--- src/pwmart_pkg.sv ---
// Constants, register map and carrier types of the 8-bit auto-reload PWM timer.
// Assumes a 32-bit AXI4-Lite master; each 8-bit register sits in the low byte of one word.
// Operation
// - Prescaler input is the CPU clock when select is 0, external clock when 1.
// - Counter clock is prescaler input divided by two to the 3-bit divider.
// - Run enable 0 freezes prescaler and counter; 1 lets the counter run.
// - Force reload loads reload value, clears prescaler; bit always reads zero.
// - Overflow interrupt request is raised only while flag set and enable is 1.
// - Overflow flag sets on passing FFh to reload value; status read clears it.
// - Counter access reads the live counter; writes update it immediately.
// - Every overflow loads the software-written reload value into the counter.
// - At overflow reload each PWM output switches to its polarity-selected level.
// - Each of four PWM channels has its own output enable bit.
// - Polarity 0: high while counter at or below compare, else low; 1 inverts.
// - Changing a polarity bit inverts that PWM output at once.
// - Duty register sets second edge via compare; first edge is the reload value.
// - Upper two capture control bits are reserved and read zero.
// - Capture edge select 0 triggers on falling edge, 1 on rising edge.
// - Each capture channel has an interrupt enable gating its request.
// - Capture sets channel flag; reading that channel's result clears it.
// - Capture result holds counter value latched at the capture event.
// - Reset clears every timer register.
// - Duty registers are copied into hidden compare registers at every overflow.
// - After a capture, further captures are blocked until the result is read.
// - PWM period is 256 minus reload value counter clocks, shared by channels.
// - Writing the counter access register also clears the prescaler.
package pwmart_pkg;

  localparam int          PWMART_ADDR_W   = 12;
  localparam int          PWMART_CHANNELS = 4;
  localparam int          PWMART_CAPS     = 2;
  localparam int          PWMART_PRESC_W  = 7;

  // Register indices; the byte address is four times the index.
  localparam logic [9:0]  IDX_DUTY3       = 10'h074;
  localparam logic [9:0]  IDX_DUTY0       = 10'h077;
  localparam logic [9:0]  IDX_PWM_CTRL    = 10'h078;
  localparam logic [9:0]  IDX_CTRL_STAT   = 10'h079;
  localparam logic [9:0]  IDX_COUNTER     = 10'h07A;
  localparam logic [9:0]  IDX_RELOAD      = 10'h07B;
  localparam logic [9:0]  IDX_CAP_CTRL    = 10'h07C;
  localparam logic [9:0]  IDX_CAP_RES1    = 10'h07D;
  localparam logic [9:0]  IDX_CAP_RES2    = 10'h07E;

  // Control/status field positions.
  localparam int          CS_EXT_SEL_BIT  = 7;
  localparam int          CS_DIV_LSB      = 4;
  localparam int          CS_RUN_BIT      = 3;
  localparam int          CS_FORCE_BIT    = 2;
  localparam int          CS_OIE_BIT      = 1;
  localparam int          CS_OVF_BIT      = 0;
  // PWM control and capture control field positions.
  localparam int          PC_OE_LSB       = 4;
  localparam int          PC_POL_LSB      = 0;
  localparam int          CC_SENSE_LSB    = 4;
  localparam int          CC_CIE_LSB      = 2;
  localparam int          CC_FLAG_LSB     = 0;

  localparam logic [7:0]  RST_BYTE        = 8'h00;
  localparam logic [7:0]  CNT_TOP         = 8'hFF;
  localparam logic [1:0]  RESP_OKAY       = 2'h0;
  localparam logic [1:0]  RESP_SLVERR     = 2'h2;

  typedef struct packed {
    logic       external_clock_select;
    logic [2:0] count_clock_divider;
    logic       counter_run_enable;
    logic       overflow_irq_enable;
  } pwmart_ctrl_s;

  localparam pwmart_ctrl_s CTRL_RST = '0;

endpackage : pwmart_pkg

--- src/pwmart_top.sv ---
// Auto-reload 8-bit timer with four PWM outputs, two input captures and an AXI4-Lite register slave.
// Assumes all pins are synchronous to aclk except the external clock and capture inputs, which are resynchronised.
`timescale 1ns/100ps
module pwmart_top
  import pwmart_pkg::*;
#(
  parameter int NCH  = PWMART_CHANNELS,
  parameter int NCAP = PWMART_CAPS
)(
  input  wire logic                     aclk,
  input  wire logic                     aresetn,
  input  wire logic [PWMART_ADDR_W-1:0] s_axi_awaddr,
  input  wire logic                     s_axi_awvalid,
  output logic                          s_axi_awready,
  input  wire logic [31:0]              s_axi_wdata,
  input  wire logic [3:0]               s_axi_wstrb,
  input  wire logic                     s_axi_wvalid,
  output logic                          s_axi_wready,
  output logic [1:0]                    s_axi_bresp,
  output logic                          s_axi_bvalid,
  input  wire logic                     s_axi_bready,
  input  wire logic [PWMART_ADDR_W-1:0] s_axi_araddr,
  input  wire logic                     s_axi_arvalid,
  output logic                          s_axi_arready,
  output logic [31:0]                   s_axi_rdata,
  output logic [1:0]                    s_axi_rresp,
  output logic                          s_axi_rvalid,
  input  wire logic                     s_axi_rready,
  input  wire logic                     external_clock_in,
  input  wire logic [NCAP-1:0]          capture_input_pin,
  output logic [NCH-1:0]                pwm_output_pin,
  output logic [NCH-1:0]                pwm_output_oe_n,
  output logic                          overflow_irq,
  output logic [NCAP-1:0]               capture_irq
);

  logic                      awready_q, wready_q, bvalid_q, arready_q, rvalid_q;
  logic [1:0]                bresp_q, rresp_q;
  logic [31:0]               rdata_q;
  logic [9:0]                wr_idx_q;
  logic [7:0]                wdata_q;
  logic                      wstrb0_q;
  logic                      wr_en, rd_en, wr_hit, rd_hit;
  logic [9:0]                rd_idx;
  logic [7:0]                rd_mux;

  pwmart_ctrl_s              ctrl_q;
  logic                      ovf_q, ovf_irq_q;
  logic [7:0]                cnt_q, reload_q;
  logic [PWMART_PRESC_W-1:0] presc_q, div_mask;
  logic [NCH-1:0]            oe_q, pol_q;
  logic [7:0]                duty_q [NCH];
  logic [7:0]                cmp_q  [NCH];
  logic [NCAP-1:0]           sense_q, cie_q, flag_q, cap_irq_q;
  logic [7:0]                capv_q [NCAP];
  logic [NCAP-1:0]           cap_s1_q, cap_s2_q, cap_s3_q, cap_evt, cap_take, cap_rd;
  logic                      ext_s1_q, ext_s2_q, ext_s3_q;
  logic                      in_tick, cnt_tick, overflow;
  logic                      wr_ctrl, wr_cnt, wr_pwm, wr_reload, wr_capc, force_rl, rd_ctrl;
  logic [NCH-1:0]            pwm_q, pwm_oe_n_q;

  // Write path: address and data are taken independently and held until the response is accepted.
  assign wr_en = !awready_q && !wready_q && !bvalid_q;

  always_ff @(posedge aclk)
  begin
    if (!aresetn)
    begin
      awready_q <= 1'b1;
      wready_q  <= 1'b1;
      bvalid_q  <= 1'b0;
      bresp_q   <= RESP_OKAY;
      wr_idx_q  <= '0;
      wdata_q   <= RST_BYTE;
      wstrb0_q  <= 1'b0;
    end
    else
    begin
      if (s_axi_awvalid && awready_q)
      begin
        awready_q <= 1'b0;
        wr_idx_q  <= s_axi_awaddr[PWMART_ADDR_W-1:2];
      end
      if (s_axi_wvalid && wready_q)
      begin
        wready_q <= 1'b0;
        wdata_q  <= s_axi_wdata[7:0];
        wstrb0_q <= s_axi_wstrb[0];
      end
      if (wr_en)
      begin
        bvalid_q <= 1'b1;
        bresp_q  <= wr_hit ? RESP_OKAY : RESP_SLVERR;
      end
      if (bvalid_q && s_axi_bready)
      begin
        bvalid_q  <= 1'b0;
        awready_q <= 1'b1;
        wready_q  <= 1'b1;
      end
    end
  end

  assign wr_hit    = (wr_idx_q >= IDX_DUTY3) && (wr_idx_q <= IDX_CAP_RES2);
  assign wr_ctrl   = wr_en && wstrb0_q && (wr_idx_q == IDX_CTRL_STAT);
  assign wr_cnt    = wr_en && wstrb0_q && (wr_idx_q == IDX_COUNTER);
  assign wr_pwm    = wr_en && wstrb0_q && (wr_idx_q == IDX_PWM_CTRL);
  assign wr_reload = wr_en && wstrb0_q && (wr_idx_q == IDX_RELOAD);
  assign wr_capc   = wr_en && wstrb0_q && (wr_idx_q == IDX_CAP_CTRL);
  assign force_rl  = wr_ctrl && wdata_q[CS_FORCE_BIT];

  // Read path: one read in flight; the data word is sampled in the cycle the address is taken.
  assign rd_en   = s_axi_arvalid && arready_q;
  assign rd_idx  = s_axi_araddr[PWMART_ADDR_W-1:2];
  assign rd_hit  = (rd_idx >= IDX_DUTY3) && (rd_idx <= IDX_CAP_RES2);
  assign rd_ctrl = rd_en && (rd_idx == IDX_CTRL_STAT);
  assign cap_rd  = {rd_en && (rd_idx == IDX_CAP_RES2), rd_en && (rd_idx == IDX_CAP_RES1)};

  always_comb
  begin
    rd_mux = RST_BYTE;
    unique case (rd_idx)
      IDX_PWM_CTRL:  rd_mux = {oe_q, pol_q};
      IDX_CTRL_STAT: rd_mux = {ctrl_q.external_clock_select, ctrl_q.count_clock_divider,
                               ctrl_q.counter_run_enable, 1'b0, ctrl_q.overflow_irq_enable, ovf_q};
      IDX_COUNTER:   rd_mux = cnt_q;
      IDX_RELOAD:    rd_mux = reload_q;
      IDX_CAP_CTRL:  rd_mux = {2'b00, sense_q, cie_q, flag_q};
      IDX_CAP_RES1:  rd_mux = capv_q[0];
      IDX_CAP_RES2:  rd_mux = capv_q[1];
      default:
      begin
        if (rd_idx >= IDX_DUTY3 && rd_idx <= IDX_DUTY0)
          rd_mux = duty_q[2'(IDX_DUTY0 - rd_idx)];
        else
          rd_mux = RST_BYTE;
      end
    endcase
  end

  always_ff @(posedge aclk)
  begin
    if (!aresetn)
    begin
      arready_q <= 1'b1;
      rvalid_q  <= 1'b0;
      rdata_q   <= '0;
      rresp_q   <= RESP_OKAY;
    end
    else if (rd_en)
    begin
      arready_q <= 1'b0;
      rvalid_q  <= 1'b1;
      rdata_q   <= {24'h00_0000, rd_mux};
      rresp_q   <= rd_hit ? RESP_OKAY : RESP_SLVERR;
    end
    else if (rvalid_q && s_axi_rready)
    begin
      rvalid_q  <= 1'b0;
      arready_q <= 1'b1;
    end
  end

  // Control and configuration registers.
  always_ff @(posedge aclk)
  begin
    if (!aresetn)
    begin
      ctrl_q   <= CTRL_RST;
      reload_q <= RST_BYTE;
      oe_q     <= '0;
      pol_q    <= '0;
      sense_q  <= '0;
      cie_q    <= '0;
    end
    else
    begin
      if (wr_ctrl)
      begin
        ctrl_q.external_clock_select <= wdata_q[CS_EXT_SEL_BIT];
        ctrl_q.count_clock_divider   <= wdata_q[CS_DIV_LSB +: 3];
        ctrl_q.counter_run_enable    <= wdata_q[CS_RUN_BIT];
        ctrl_q.overflow_irq_enable   <= wdata_q[CS_OIE_BIT];
      end
      if (wr_reload)
        reload_q <= wdata_q;
      if (wr_pwm)
      begin
        oe_q  <= wdata_q[PC_OE_LSB +: NCH];
        pol_q <= wdata_q[PC_POL_LSB +: NCH];
      end
      if (wr_capc)
      begin
        sense_q <= wdata_q[CC_SENSE_LSB +: NCAP];
        cie_q   <= wdata_q[CC_CIE_LSB +: NCAP];
      end
    end
  end

  // Input synchronisers; only the second and third stages feed edge detection.
  always_ff @(posedge aclk)
  begin
    if (!aresetn)
    begin
      ext_s1_q <= 1'b0;
      ext_s2_q <= 1'b0;
      ext_s3_q <= 1'b0;
      cap_s1_q <= '0;
      cap_s2_q <= '0;
      cap_s3_q <= '0;
    end
    else
    begin
      ext_s1_q <= external_clock_in;
      ext_s2_q <= ext_s1_q;
      ext_s3_q <= ext_s2_q;
      cap_s1_q <= capture_input_pin;
      cap_s2_q <= cap_s1_q;
      cap_s3_q <= cap_s2_q;
    end
  end

  // The external clock is counted on its rising edge, so it must stay below half of aclk.
  assign in_tick  = ctrl_q.external_clock_select ? (ext_s2_q && !ext_s3_q) : 1'b1;
  assign div_mask = PWMART_PRESC_W'((8'h01 << ctrl_q.count_clock_divider) - 8'h01);
  assign cnt_tick = ctrl_q.counter_run_enable && in_tick && ((presc_q | ~div_mask) == '1);
  assign overflow = cnt_tick && (cnt_q == CNT_TOP) && !wr_cnt && !force_rl;

  always_ff @(posedge aclk)
  begin
    if (!aresetn)
      presc_q <= '0;
    else if (wr_cnt || force_rl)
      presc_q <= '0;
    else if (ctrl_q.counter_run_enable && in_tick)
      presc_q <= presc_q + 1'b1;
  end

  // Software writes win over a coinciding count or overflow.
  always_ff @(posedge aclk)
  begin
    if (!aresetn)
      cnt_q <= RST_BYTE;
    else if (wr_cnt)
      cnt_q <= wdata_q;
    else if (force_rl)
      cnt_q <= reload_q;
    else if (overflow)
      cnt_q <= reload_q;
    else if (cnt_tick)
      cnt_q <= cnt_q + 8'h01;
  end

  // A new overflow in the cycle of a status read keeps the flag set.
  always_ff @(posedge aclk)
  begin
    if (!aresetn)
    begin
      ovf_q     <= 1'b0;
      ovf_irq_q <= 1'b0;
    end
    else
    begin
      if (overflow)
        ovf_q <= 1'b1;
      else if (rd_ctrl)
        ovf_q <= 1'b0;
      ovf_irq_q <= ovf_q && ctrl_q.overflow_irq_enable;
    end
  end

  genvar ch;
  generate
    for (ch = 0; ch < NCH; ch++)
    begin : g_pwm
      always_ff @(posedge aclk)
      begin
        if (!aresetn)
        begin
          duty_q[ch]     <= RST_BYTE;
          cmp_q[ch]      <= RST_BYTE;
          pwm_q[ch]      <= 1'b0;
          pwm_oe_n_q[ch] <= 1'b1;
        end
        else
        begin
          if (wr_en && wstrb0_q && (wr_idx_q == IDX_DUTY0 - 10'(ch)))
            duty_q[ch] <= wdata_q;
          if (overflow)
            cmp_q[ch] <= duty_q[ch];
          // Level follows the live counter, so the reload edge and polarity changes show at once.
          pwm_q[ch]      <= oe_q[ch] && ((cnt_q <= cmp_q[ch]) ^ pol_q[ch]);
          pwm_oe_n_q[ch] <= !oe_q[ch];
        end
      end
    end
  endgenerate

  genvar cp;
  generate
    for (cp = 0; cp < NCAP; cp++)
    begin : g_cap
      assign cap_evt[cp]  = sense_q[cp] ? (cap_s2_q[cp] && !cap_s3_q[cp])
                                        : (!cap_s2_q[cp] && cap_s3_q[cp]);
      // A read in the same cycle reopens the register, so that event is kept.
      assign cap_take[cp] = cap_evt[cp] && (!flag_q[cp] || cap_rd[cp]);

      always_ff @(posedge aclk)
      begin
        if (!aresetn)
        begin
          capv_q[cp]    <= RST_BYTE;
          flag_q[cp]    <= 1'b0;
          cap_irq_q[cp] <= 1'b0;
        end
        else
        begin
          if (cap_take[cp])
            capv_q[cp] <= cnt_q;
          if (cap_take[cp])
            flag_q[cp] <= 1'b1;
          else if (cap_rd[cp])
            flag_q[cp] <= 1'b0;
          cap_irq_q[cp] <= flag_q[cp] && cie_q[cp];
        end
      end
    end
  endgenerate

  assign s_axi_awready   = awready_q;
  assign s_axi_wready    = wready_q;
  assign s_axi_bvalid    = bvalid_q;
  assign s_axi_bresp     = bresp_q;
  assign s_axi_arready   = arready_q;
  assign s_axi_rvalid    = rvalid_q;
  assign s_axi_rdata     = rdata_q;
  assign s_axi_rresp     = rresp_q;
  assign pwm_output_pin  = pwm_q;
  assign pwm_output_oe_n = pwm_oe_n_q;
  assign overflow_irq    = ovf_irq_q;
  assign capture_irq     = cap_irq_q;

endmodule : pwmart_top

--- config.mk ---
export PLATFORM = sky130hd
export DESIGN_NAME = pwmart_top
export DESIGN_NICKNAME = d
export VERILOG_FILES = /design/src/pwmart_pkg.sv /design/src/pwmart_top.sv
export SDC_FILE = /design/constraint.sdc
export NUM_CORES = 1
export LEC_CHECK = 0
export ABC_AREA = 1
export ABC_CLOCK_PERIOD_IN_PS = 5200
export BUFFER_PORTS_ARGS = -buffer_cell sky130_fd_sc_hd__buf_2
export CAP_MARGIN = 15
export CORE_MARGIN = 1
export CORE_UTILIZATION = 60
export DETAILED_ROUTE_END_ITERATION = 7
export GPL_TIMING_DRIVEN = 0
export PLACE_DENSITY = 0.83
export SYNTH_ARGS = -nofsm -noshare
export SYNTH_HDL_FRONTEND = slang
export SYNTH_SLANG_ARGS = --single-unit
--- constraint.sdc ---
create_clock -name aclk -period 5.2 [get_ports aclk]
set_input_delay 1.3 -clock aclk [delete_from_list [all_inputs] [get_ports aclk]]
set_output_delay 1.3 -clock aclk [all_outputs]
set_load 0.01 [all_outputs]
# ---- Yosys cells after proc, flatten, opt, wreduce, memory -nomap -nowiden
# Memory sizes are Yosys's and may differ from the RTL's.
# Index checks and enable logic that the tools add are counted.
# W data, S select, Z words.
dict set report totals {
  register_bits 100
  ram_bits 80
  inputBits 70
  output_inout_bits 52
  elab_cells 216
  mem_count 3
}
dict set report classes {
  n_addsub 4
  n_lt_le_gt_ge 9
  eq_ne 18
  shifts 1
  muxes 53
  bitwise_logic 17
  reduce_logical 69
}
# memory words word_bits read_ports rd_clocked_by_memory_dff write_ports line_no
set mem_list {}
lappend mem_list {cmp_q 4 8 4 0 4 pwmart_top.sv:53} ;# logic [7:0] cmp_q [NCH];
lappend mem_list {duty_q 4 8 5 0 4 pwmart_top.sv:52} ;# logic [7:0] duty_q [NCH];
lappend mem_list {capv_q 2 8 2 0 2 pwmart_top.sv:55} ;# logic [7:0] capv_q [NCAP];
# operator n
set op_table {}
lappend op_table {{$eq A10 B7 Y1 const B} 16}
lappend op_table {{$mux W8} 15}
lappend op_table {{$pmux W8 S7} 1}
lappend op_table {{$logic_and A1 B1 Y1} 43}
lappend op_table {{$mux W1} 35}
lappend op_table {{$le A8 B8 Y1} 4}
lappend op_table {{$le A10 B7 Y1 const B} 3}
lappend op_table {{$ge A10 B7 Y1 const B} 2}
lappend op_table {{$logic_not A1 Y1} 16}
lappend op_table {{$or A1 B1 Y1} 10}
lappend op_table {{$add A8 B1 Y8 const B} 1}
lappend op_table {{$eq A8 B8 Y1 const B} 1}
lappend op_table {{$reduce_bool A2 Y1} 4}
lappend op_table {{$add A7 B1 Y7 const B} 1}
lappend op_table {{$eq A7 B7 Y1 const B} 1}
lappend op_table {{$not A7 Y7} 1}
lappend op_table {{$or A7 B7 Y7} 1}
lappend op_table {{$shl A1 B3 Y7 const A} 1}
lappend op_table {{$sub A7 B1 Y7 const B} 1}
lappend op_table {{$mux W2} 2}
lappend op_table {{$reduce_bool A4 Y1} 1}
lappend op_table {{$reduce_or A2 Y1} 2}
lappend op_table {{$xor A1 B1 Y1} 4}
lappend op_table {{$logic_or A1 B1 Y1} 3}
lappend op_table {{2 further kinds} 2}

# ---- Logic depth before layout (Yosys ltp)
# Gate-level depths: netlist of the first run.
dict set report logic_depth {
  depth_word 13
  mapped_depth 18
  mapped_depth_nobuf 17
}

# ---- Worst setup path before layout of the first run
# No wires, ideal clock.
dict set report synth_path {
  kind {input port to flip-flop}
  start {input port aresetn}
  end {memory cmp_q[0][0] (enable)}
  setup_time_ns 0.478
  t_arrival_ns 2.657
  t_required_ns 4.722
  slack_ns 2.065
  cell_stages 4
  n_path_buf 3
  path_cell_list {clkbuf_1 clkbuf_1 clkbuf_1 nand2_1}
}
# item line_no
set synth_lines {}
lappend synth_lines {{start, declared} pwmart_top.sv:11} ;# input wire logic aresetn,
lappend synth_lines {{end, declared} pwmart_top.sv:53}

==> flow_metrics.py, run 1 <==
metrics = {
    "status": {
        "status": "finished, final reports clean",
    },
    "global_route": {
        "antenna_found_initial": 0,
        "grt_pass1_vias": 7027,
        "grt_overflow": 0,
        "grtUsageMet3_pct": 9.27,
        "grt_usage_pct": 33.1,
        "grt_max_degree": 25,
        "top_usage_layer": "met2",
        "grt_pass1_wl_mm": 36.7,
        "grt_use_met2_pct": 53.2,
        "met1_usage_pct": 40.2,
    },
    "detailed_routing": {
        "drt-total-wl_mm": 23.8,
        "wl_per_cell_um": 17.7,
        "drtIter0Drc": 845,
        "drcViolationCount": 0,
        "ant_nets": 0,
        "vias_per_cell": 5.68,
        "first_pass_iters": 5,
        "dr_total_vias": 7643,
    },
    "timing": {
        "slew_violations": 0,
        "max_slew_margin_pct": 51.2,
        "period_share_pct": 60.7,
        "worst_pin_slew_ns": 0.731,
        "fin_crit_ns": 3.15,
        "rsz0062_at_grt": "no",
        "setup-tns-final_ns": 0,
        "fmax_ghz": 0.317,
        "skew_ns": 0.0102,
        "hold_viol": 0,
        "whs_ns": 0.411,
        "finalSetupViolations": 0,
    },
    "layout": {
        "final_common_cell": "inv_1",
        "n_fill_cell": 1079,
        "diodes": 0,
        "final_cell_mix": "inv_1 (165), nor2_1 (144), nand2_1 (127), dfxtp_1 (98), a21oi_1 (86)",
        "multi_input_area_mm2": 0.00360,
        "instances_no_fill": 1345,
        "layout.nets": 1257,
        "syn_to_final_growth_pct": 14.3,
        "fin_area_mm2": 0.0101,
        "drive_gt1_share_pct": 14.4,
        "seq_area_mm2": 0.00436,
    },
    "clock_network": {
        "htree_num_levels": 4,
        "cts_setup_buffers": 0,
        "clk_latency_ns": 0.45,
        "cts-buffers-inserted": 17,
        "cts_resized": 0,
        "clk_pin_slew_worst_paths_ns": 0.06,
        "cts_tree": "yes",
        "clock-root-buffer": "clkbuf_16",
        "cts_buffer_depth": 2,
        "ctsHoldBuffers": 0,
        "clock-sinks": 178,
    },
    "worst_setup_path": {
        "critPathSlowestCell": "clkbuf_1",
        "worstPathRequired_ns": 5.40,
        "path_class": "input pin to register",
        "crit_chain": "clkbuf_1 > clkbuf_1 > clkbuf_1 > nand2_1 > buf_16",
        "path_max_fanout": 24,
        "slowest_delay_ns": 0.54,
        "arrival_ns": 3.35,
        "end_kind": "register",
        "path_common_cell": "clkbuf_1",
        "worst_setup_path_start_kind": "input pin",
    },
    "place": {
        "numPortBuffers": 62,
        "post-dp-hpwl_mm": 17.3,
        "gp_congestion": 0.939,
        "dpl.cell_count": 1313,
        "postPlaceCellArea_mm2": 0.00949,
    },
    "power": {
        "power_frac_clock_pct": 42.9,
        "powerDensity_mw_per_mm2": 305,
        "p_leak_nw": 4.37,
        "p_sw_uw": 731,
        "p_int_mw": 2.35,
        "switching_share_pct": 23.7,
        "combPwrFrac_pct": 7.2,
        "peakVddDrop_mv": 0.239,
        "p_seq_share_pct": 49.9,
    },
    "yosys": {
        "synth-seq-cells": 178,
        "syn_inst": 1045,
        "synth_cell_type_count": 51,
        "synth-async-reset-ratio_pct": 0,
        "ys.flop_type": "dfxtp_1",
        "synth_warnings": 0,
        "synth.avg_cell_area_um2": 8.45,
        "seq_area_frac_synth_pct": 49.4,
        "syn_area_mm2": 0.00883,
        "synth_edf_count": 80,
    },
    "floorplanning": {
        "io_pins": 122,
        "dieArea_mm2": 0.0152,
        "rows": 43,
        "fp.dieW_um": 123,
        "core_mm2": 0.0141,
        "initial_core_util_pct": 62.6,
        "die_height_um": 123,
    },
    "job": {
        "maxCapViolations": 0,
    },
    "hold_path": {
        "worst_hold_path_type": "register to register",
    },
}
==> worst max-delay path: cells and delay by family <==
kind                   cells  cell delay, ns
AND/OR/NAND/NOR            1            0.46
buffers and inverters      4            1.58
==> layer usage <==
| layer | wire [um] | up-vias |
|---|---|---|
| li1 | - | 3630 |
| met1 | 9130 | 3460 |
| met2 | 10900 | 457 |
| met3 | 2610 | 96 |
| met4 | 1130 | 0 |
| met5 | 0 | - |
==> synthesized netlist by cell type (2+ instances only) <==
library cell	n	area, um^2
dfxtp_1	98	1960
o21ai_0	84	420
nor2_4	4	45.0
nand4_1	16	100
nand4_2	2	25.0
inv_2	5	18.8
buf_4	29	218
a22o_1	3	26.3
a21oi_1	86	430
nor3_1	7	35.0
nand3_4	2	35.0
a41oi_1	3	26.3
o221ai_1	2	17.5
nor2_1	144	541
nor2_2	5	31.3
nand2_2	6	37.5
a21oi_2	2	17.5
xor2_1	12	105
edfxtp_1	80	2400
nand2_1	127	477
ha_1	35	438
nand3_1	49	245
o211ai_1	6	45.0
a31oi_1	3	18.8
nand3_2	4	40.0
buf_6	2	22.5
clkbuf_1	14	52.6
inv_1	165	619
o22ai_1	22	138
nand3b_1	3	22.5
buf_2	5	25.0
==> cell type report <==
type,count,share of cell area [%]
well taps,180,2.23
inverters,171,6.36
clock buffers,19,4.39
flip-flops and latches,178,43.2
repair buffers,63,3.35
clock inverters,13,1.59
plain buffers,51,3.20
multi-input cells,670,35.6
==> worst paths after layout <==
| path | endpoint | from | depth (start not counted) | slack (ns) |
|---|---|---|---|---|
| hold reg to reg | ext_s2_q$_SDFF_PN0_ | ext_s1_q$_SDFF_PN0_ | 2 | 0.41 |
| hold / removal | ext_s2_q$_SDFF_PN0_ | ext_s1_q$_SDFF_PN0_ | 2 | 0.41 |
| setup / recovery | cmp_q[2][3]$_SDFFCE_PN0P_ | aresetn | 5 | 2.05 |
| setup reg to reg | cmp_q[2][3]$_SDFFCE_PN0P_ | cnt_q[1]$_SDFFE_PN0P_ | 6 | 2.60 |
==> registers in the layout, summed over array words and instances (netlist names), 4 cells and up <==
| name | count |
|---|---|
| pol_q | 4 |
| pwm_output_oe_n | 4 |
| wdata_q | 8 |
| oe_q | 4 |
| duty_q | 32 |
| presc_q | 7 |
| cmp_q | 32 |
| pwm_output_pin | 4 |
| s_axi_rdata | 8 |
| capv_q | 16 |
| cnt_q | 8 |
| ctrl_q | 6 |
| wr_idx_q | 10 |
| reload_q | 8 |
==> per-stage QoR <==
step | setup slack, ns | total power [mW] | util [%]
CTS | 2.06 | 3.06 | 71.6
global placement | 1.11 | 1.77 | 67.1
finish | 2.05 | 3.08 | 71.6
global route | 1.89 | 3.17 | 71.6
detailed placement | 1.64 | 1.78 | 67.3
floorplan | 2.07 | 1.70 | -
==> power by group through the flow <==
stage                     clock network, mW  logic [mW]  registers (mW)
after floorplan                           0       0.139            1.56
after global placement                    0       0.207            1.56
after detailed placement                  0       0.216            1.57
after CTS                              1.31       0.217            1.54
after global routing                   1.38       0.246            1.54
final                                  1.32       0.221            1.54
==> logic make-up after synthesis <==
family                     after synthesis  share of synthesized area [%]
and+or+nand+nor                        379                           19.9
buffers and inverters                  222                           10.9
AOI/OAI and AO/OA                      217                           13.4
DFF                                    178                           49.4
adders and majority gates               35                           4.96
xor gates and xnor gates                13                           1.29
other                                    1                         0.0425
Note: power is estimated with default switching activity, not from simulation.
==> inputs of run 2 (changes only) <==
==> config.mk (replaced) <==
export PLATFORM = sky130hd
export DESIGN_NAME = pwmart_top
export DESIGN_NICKNAME = d
export VERILOG_FILES = /design/src/pwmart_pkg.sv /design/src/pwmart_top.sv
export SDC_FILE = /design/constraint.sdc
export NUM_CORES = 1
export LEC_CHECK = 0
export ABC_AREA = 0
export ABC_CLOCK_PERIOD_IN_PS = 3000
export BUFFER_PORTS_ARGS = -buffer_cell sky130_fd_sc_hd__buf_2
export CAP_MARGIN = 15
export CORE_MARGIN = 1
export CORE_UTILIZATION = 58
export DETAILED_ROUTE_END_ITERATION = 7
export GPL_TIMING_DRIVEN = 0
export PLACE_DENSITY = 0.8
export SYNTH_ARGS = -nofsm -noshare
export SYNTH_HDL_FRONTEND = slang
export SYNTH_SLANG_ARGS = --single-unit
==> constraint.sdc (replaced) <==
create_clock -name aclk -period 3 [get_ports aclk]
set_input_delay 0.75 -clock aclk [delete_from_list [all_inputs] [get_ports aclk]]
set_output_delay 0.75 -clock aclk [all_outputs]
set_load 0.01 [all_outputs]
==> run 2 against run 1 <==
Clock skew fell by 0.0011 ns. Combinational power rose by 67%. Total power rose by 71%. Routed wire length fell by 4.3%. Cell count fell by 11%. Cell area rose by 1.8%. Critical path depth rose by 5. Die area rose by 5.0%.
==> flow_metrics.py, run 2 <==
metrics = {
    "detailed_routing": {
        "dr_total_vias": 7094,
        "ant_nets": 0,
        "drcViolationCount": 0,
        "first_pass_iters": 6,
        "drtIter0Drc": 889,
        "drt-total-wl_mm": 22.7,
        "vias_per_cell": 5.94,
        "wl_per_cell_um": 19.1,
    },
    "power": {
        "p_leak_nw": 4.29,
        "peakVddDrop_mv": 0.433,
        "powerDensity_mw_per_mm2": 511,
        "total_power_mw": 5.25,
    },
    "layout": {
        "final_common_cell": "dfxtp_1",
        "final_cell_mix": "dfxtp_1 (96), and2_1 (88), edfxtp_1 (80), nand2_1 (75), buf_2 (66)",
        "syn_to_final_growth_pct": 14.5,
        "diodes": 0,
        "final_util_pct": 67.8,
        "instances_no_fill": 1194,
        "top_regs": "cmp_q x32, duty_q x32, capv_q x16",
        "drive_gt1_share_pct": 17.4,
        "fin_area_mm2": 0.0103,
        "layout.nets": 1098,
    },
    "worst_setup_path": {
        "r2r-start": "ctrl_q[3]$_SDFFE_PN0P_",
        "r2r_slack_ns": 0.14,
        "worstPathRequired_ns": 3.33,
        "path_buf_inv": 2,
        "worstReg2RegEnd": "cnt_q[5]$_SDFFE_PN0P_",
        "crit_cells": 10,
        "path_class": "register to register",
        "crit_end": "cnt_q[5]$_SDFFE_PN0P_",
        "rr_worst_depth": 10,
        "worst_setup_path_start_kind": "register",
        "path_max_fanout": 8,
        "critPathSlowestCell": "or3_1",
        "cp-startpoint": "ctrl_q[3]$_SDFFE_PN0P_",
        "slowest_delay_ns": 0.38,
        "crit_chain": "clkbuf_2 > or3_1 > ha_1 > nor2_1 > nand3_1 > a31oi_1 > or3_1 > clkbuf_1 > o21ai_0 > a32o_1",
        "end_kind": "register",
        "arrival_ns": 3.18,
        "path_common_cell": "or3_1",
        "path_delay_family": "simple AND/OR/NAND/NOR gates",
    },
    "global_route": {
        "grtUsageMet3_pct": 7.38,
        "grt_pass1_wl_mm": 35.7,
        "met1_usage_pct": 38.8,
        "grt_pass1_vias": 6647,
        "grt_use_met2_pct": 46.5,
        "grt_max_degree": 17,
        "grt_usage_pct": 29.8,
        "grt_overflow": 0,
        "antenna_found_initial": 0,
        "top_usage_layer": "met2",
    },
    "timing": {
        "period_share_pct": 95.3,
        "max_slew_margin_pct": 16.0,
        "slew_violations": 0,
        "finalSetupViolations": 0,
        "skew_ns": 0.00919,
        "hold_viol": 0,
        "rsz0062_at_grt": "no",
        "setup_ws_ns": 0.142,
        "worst_pin_slew_ns": 1.25,
        "fmax_ghz": 0.350,
        "fin_crit_ns": 2.86,
    },
    "yosys": {
        "synth_top_cell_area_share_pct": 26.8,
        "syn_inst": 884,
        "synth_warnings": 0,
        "seq_area_frac_synth_pct": 48.6,
        "synth_top_family_by_area": "simple AND/OR/NAND/NOR gates",
        "synth-async-reset-ratio_pct": 0,
        "synth.avg_cell_area_um2": 10.2,
        "ys.flop_type": "dfxtp_1",
        "syn_area_mm2": 0.00897,
        "synthMuxAreaShare_pct": 6.85,
        "synth_top_area_cell": "edfxtp_1",
        "yosys.area_share.xor_xnor_pct": 1.07,
        "synth-seq-cells": 178,
        "synthSimpleGateAreaFrac_pct": 21.0,
        "synth_edf_count": 80,
        "synth_fa_ha_area_share_pct": 4.88,
        "yosysMostFrequentCell": "dfxtp_1",
        "synth_commonest_cells": "dfxtp_1 (98), and2_1 (88), edfxtp_1 (80), nand2_1 (75), nor2_1 (55)",
        "synth_cell_type_count": 70,
        "synthTopCellsByArea": "edfxtp_1 (27%), dfxtp_1 (22%), and2_1 (6.1%)",
        "synth_compound_area_share_pct": 11.3,
    },
    "place": {
        "post-dp-hpwl_mm": 16.1,
        "postPlaceCellArea_mm2": 0.00962,
        "numPortBuffers": 60,
        "pre_cts_ws_ns": -0.287,
        "dpl.cell_count": 1158,
        "gp_congestion": 0.920,
    },
    "floorplanning": {
        "die_height_um": 126,
        "fp.dieW_um": 126,
        "dieArea_mm2": 0.0160,
        "io_pins": 122,
        "rows": 45,
        "initial_core_util_pct": 59.2,
        "core_mm2": 0.0151,
    },
    "clock_network": {
        "clk_pin_slew_worst_paths_ns": 0.07,
        "htree_num_levels": 4,
        "cts-buffers-inserted": 17,
        "ctsHoldBuffers": 0,
        "cts_tree": "yes",
        "clock-root-buffer": "clkbuf_16",
        "clk_latency_ns": 0.44,
        "cts_buffer_depth": 2,
        "clock-sinks": 178,
    },
    "hold_path": {
        "worst_hold_path_type": "register to register",
    },
    "status": {
        "status": "finished, final reports clean",
    },
    "job": {
        "maxCapViolations": 0,
    },
}
==> run 2: changes by cell type after synthesis, sizes merged, moves of 12 or more <==
cell,previous run,this run
inv,170,40
nor2,154,56
and2,0,88
nand2,134,75
o21ai,84,35
a21oi,88,53
mux2i,0,31
o22ai,22,6
clkbuf,15,29
mux4,0,12
nor2b,0,12
==> run 2: worst min-delay path by stage <==
stage / startpoint / end / slack, ns / cells after the start
2_1_floorplan: oe_q[1]$_SDFFE_PN0P_ / pwm_output_oe_n[1]$_SDFF_PN1_ / 0.39 / 1
3_3_place_gp: cap_s1_q[0]$_SDFF_PN0_ / cap_s2_q[0]$_SDFF_PN0_ / 0.41 / 1
3_5_place_dp: cap_s1_q[0]$_SDFF_PN0_ / cap_s2_q[0]$_SDFF_PN0_ / 0.42 / 1
4_1_cts: cap_s1_q[0]$_SDFF_PN0_ / cap_s2_q[0]$_SDFF_PN0_ / 0.44 / 1
5_1_grt: cap_s1_q[0]$_SDFF_PN0_ / cap_s2_q[0]$_SDFF_PN0_ / 0.45 / 1
6_report: cap_s1_q[0]$_SDFF_PN0_ / cap_s2_q[0]$_SDFF_PN0_ / 0.43 / 1
==> run 2: area by class of cell <==
class | count | area (um^2)
Buffer | 68 | 403
Clock buffer | 22 | 495
Clock inverter | 10 | 95.1
Sequential cell | 178 | 4370
Timing Repair Buffer | 64 | 353
Tap cell | 188 | 235
Inverter | 41 | 154
Fill cell | 1156 | 4870
Multi-Input combinational cell | 623 | 4170
==> run 2: logic make-up (layout without fill, tap and decap cells) <==
logic type      Yosys count  in the layout
fa+ha+maj                35             35
flops                   178            178
other cells               1             26
simple gates            346            346
buf+inv                 109            205
mux                      46             46
compound gates          158            159
xor+xnor                 11             11
==> run 2: repair_timing <==
item                                    4_1_cts  5_1_grt
buffers inserted                              0        2
endpoints found under the setup margin       32       32
gates resized for setup                       1        2
pin swaps                                     3        1
cloned                                        1        0
==> run 2: power breakdown <==
| part | switching [mW] | internal (mW) | leakage (nW) | total [mW] |
|---|---|---|---|---|
| Combinational | 0.228 | 0.139 | 2.40 | 0.368 |
| Sequential | 0.0499 | 2.61 | 1.60 | 2.66 |
| Clock | 0.959 | 1.26 | 0.297 | 2.22 |
| Total | 1.24 | 4.01 | 4.29 | 5.25 |
==> run 2: metal layers <==
metal,share of wire (%),vias to the layer above
met5,0,-
met4,4.1,0
met3,9.6,74
met2,45,408
met1,41,3285
li1,-,3327
==> run 2: metrics by stage <==
stage	setup TNS (ns)	hold slack [ns]
after floorplan	0	0.391
after global placement	-7.14	0.415
after detailed placement	-9.56	0.419
after CTS	0	0.436
after global routing	0	0.446
final	0	0.434
==> inputs of run 3 (changes only) <==
--- a/config.mk
+++ b/config.mk
@@ -9,6 +9,7 @@
 export ABC_CLOCK_PERIOD_IN_PS = 3000
 export BUFFER_PORTS_ARGS = -buffer_cell sky130_fd_sc_hd__buf_2
 export CAP_MARGIN = 15
+export CORE_ASPECT_RATIO = 0.9
 export CORE_MARGIN = 1
 export CORE_UTILIZATION = 58
 export DETAILED_ROUTE_END_ITERATION = 7
==> run 3 against run 2 <==
Clock power shrank 4%. Sequential cell count is the same. Cell count grew 0.75%. Maximum frequency shrank 2.2%. Die area is essentially flat.
==> flow_metrics.py, run 3 (same netlist as run 2, synthesis figures left out) <==
metrics = {
    "timing": {
        "period_share_pct": 97.4,
        "skew_ns": 0.0150,
        "finalSetupViolations": 0,
        "hold_viol": 0,
        "fmax_ghz": 0.342,
        "fin_crit_ns": 2.92,
        "setup_ws_ns": 0.0790,
        "worst_pin_slew_ns": 1.19,
        "rsz0062_at_grt": "no",
        "max_slew_margin_pct": 19.8,
        "slew_violations": 0,
    },
    "power": {
        "peakVddDrop_mv": 0.534,
        "p_leak_nw": 4.27,
        "powerDensity_mw_per_mm2": 504,
    },
    "global_route": {
        "grt_usage_pct": 29.7,
        "grt_pass1_vias": 6479,
        "grt_max_degree": 17,
        "grt_overflow": 0,
        "grt_pass1_wl_mm": 35.3,
        "antenna_found_initial": 0,
    },
    "detailed_routing": {
        "vias_per_cell": 5.83,
        "drtIter0Drc": 694,
        "drt-total-wl_mm": 23.0,
        "wl_per_cell_um": 19.1,
        "dr_total_vias": 7011,
        "ant_nets": 0,
        "drcViolationCount": 0,
        "first_pass_iters": 5,
    },
    "worst_setup_path": {
        "path_class": "register to register",
        "arrival_ns": 3.26,
        "path_max_fanout": 8,
        "r2r_slack_ns": 0.08,
        "rr_worst_depth": 10,
        "end_kind": "register",
        "worstPathRequired_ns": 3.33,
        "worstReg2RegEnd": "cnt_q[5]$_SDFFE_PN0P_",
        "worst_setup_path_start_kind": "register",
        "r2r-start": "ctrl_q[3]$_SDFFE_PN0P_",
    },
    "floorplanning": {
        "rows": 42,
        "core_mm2": 0.0149,
        "die_height_um": 120,
        "io_pins": 122,
        "initial_core_util_pct": 60.1,
        "fp.dieW_um": 133,
        "dieArea_mm2": 0.0160,
    },
    "clock_network": {
        "cts_buffer_depth": 2,
        "clk_latency_ns": 0.44,
        "cts_tree": "yes",
        "htree_num_levels": 4,
        "clk_pin_slew_worst_paths_ns": 0.07,
        "ctsHoldBuffers": 0,
        "clock-root-buffer": "clkbuf_16",
        "cts-buffers-inserted": 17,
        "clock-sinks": 178,
    },
    "hold_path": {
        "worstHoldStart": "ext_s1_q$_SDFF_PN0_",
        "hold_depth": 1,
        "worst_hold_path_type": "register to register",
        "hold_end": "ext_s2_q$_SDFF_PN0_",
    },
    "layout": {
        "final_common_cell": "dfxtp_1",
        "top_regs": "cmp_q x32, duty_q x32, capv_q x16",
        "fin_area_mm2": 0.0102,
        "n_fill_cell": 1150,
        "syn_to_final_growth_pct": 14.2,
        "final_cell_mix": "dfxtp_1 (98), and2_1 (88), edfxtp_1 (80), nand2_1 (75), buf_2 (67)",
        "diodes": 0,
        "layout.nets": 1098,
        "drive_gt1_share_pct": 16.8,
    },
    "place": {
        "postPlaceCellArea_mm2": 0.00963,
        "gp_congestion": 0.960,
        "numPortBuffers": 60,
        "post-dp-hpwl_mm": 16.3,
        "pre_cts_ws_ns": -0.236,
    },
    "status": {
        "status": "finished, final reports clean",
    },
    "job": {
        "maxCapViolations": 0,
    },
}
[run 3: cell count changes in the layout (fill, tap and decap cells not counted)]
cell and change:
clkinv_2 +2, clkinv_4 -4, dfxtp_2 -2, buf_2 +1, clkbuf_1 +3, buf_4 -1
inv_4 -3, clkbuf_8 -1, clkbuf_2 +2, dfxtp_1 +2
[run 3: per-stage QoR]
step	total power [mW]	TNS, ns	hold slack, ns	std cells	util [%]
final	5.16	0	0.431	1203	68.7
after global placement	3.05	-7.48	0.414	1167	64.5
after global routing	5.31	0	0.444	1203	68.7
after floorplan	2.93	0	0.391	909	-
after CTS	5.17	0	0.435	1199	68.3
after detailed placement	3.06	-7.47	0.418	1167	64.5
[run 3: where the power goes]
group          internal [mW]  switching, mW  leakage [nW]  total (mW)
Combinational          0.139          0.229          2.40       0.368
Clock                   1.24          0.898         0.280        2.13
Sequential              2.61         0.0504          1.60        2.66
[run 3: critical path, cell delays in order (launching register included)]
cell and delay, ns:
dfxtp_1 0.30, clkbuf_2 0.18, or3_1 0.37, ha_1 0.25, nor2_1 0.20, nand3_1 0.11
a31oi_1 0.40, or3_1 0.20, clkbuf_1 0.36, o21ai_0 0.17, a32o_1 0.28
[run 3: timing repair]
item | CTS | global route
pin swaps | 1 | 2
resized for setup | 1 | 0
setup endpoints to repair | 32 | 32
cloned | 1 | 0
buffers inserted | 0 | 2
[run 3: layer usage]
metal  up-vias  track usage, %  share of wire [%]
met1      3268            40.3                 42
met3        46            7.31                 11
met2       379            45.1                 44
met4         0            13.0                3.3
met5         -               0                  0
li1       3318               -                  -
[run 3: worst max-delay path by stage]
stage | start | end | slack (ns)
final | ctrl_q[3]$_SDFFE_PN0P_ | cnt_q[5]$_SDFFE_PN0P_ | 0.08
after global routing | ctrl_q[3]$_SDFFE_PN0P_ | cnt_q[6]$_SDFFE_PN0P_ | 0.01
after CTS | ctrl_q[3]$_SDFFE_PN0P_ | cmp_q[2][6]$_SDFFCE_PN0P_ | 0.003
after detailed placement | ctrl_q[3]$_SDFFE_PN0P_ | cmp_q[2][1]$_SDFFCE_PN0P_ | -0.24
after global placement | cnt_q[2]$_SDFFE_PN0P_ | cmp_q[3][2]$_SDFFCE_PN0P_ | -0.24
after floorplan | ctrl_q[3]$_SDFFE_PN0P_ | cmp_q[0][0]$_SDFFCE_PN0P_ | 0.13
[run 3: final cells by class]
type / count / area [um^2] / area share (%)
plain buffers: 68 / 403 / 3.93
clock buffers: 26 / 503 / 4.91
clock inverters: 5 / 51.3 / 0.501
inverters: 41 / 154 / 1.50
multi-input cells: 623 / 4170 / 40.7
flip-flops and latches: 178 / 4360 / 42.6
well taps: 198 / 248 / 2.42
repair buffers: 64 / 350 / 3.42
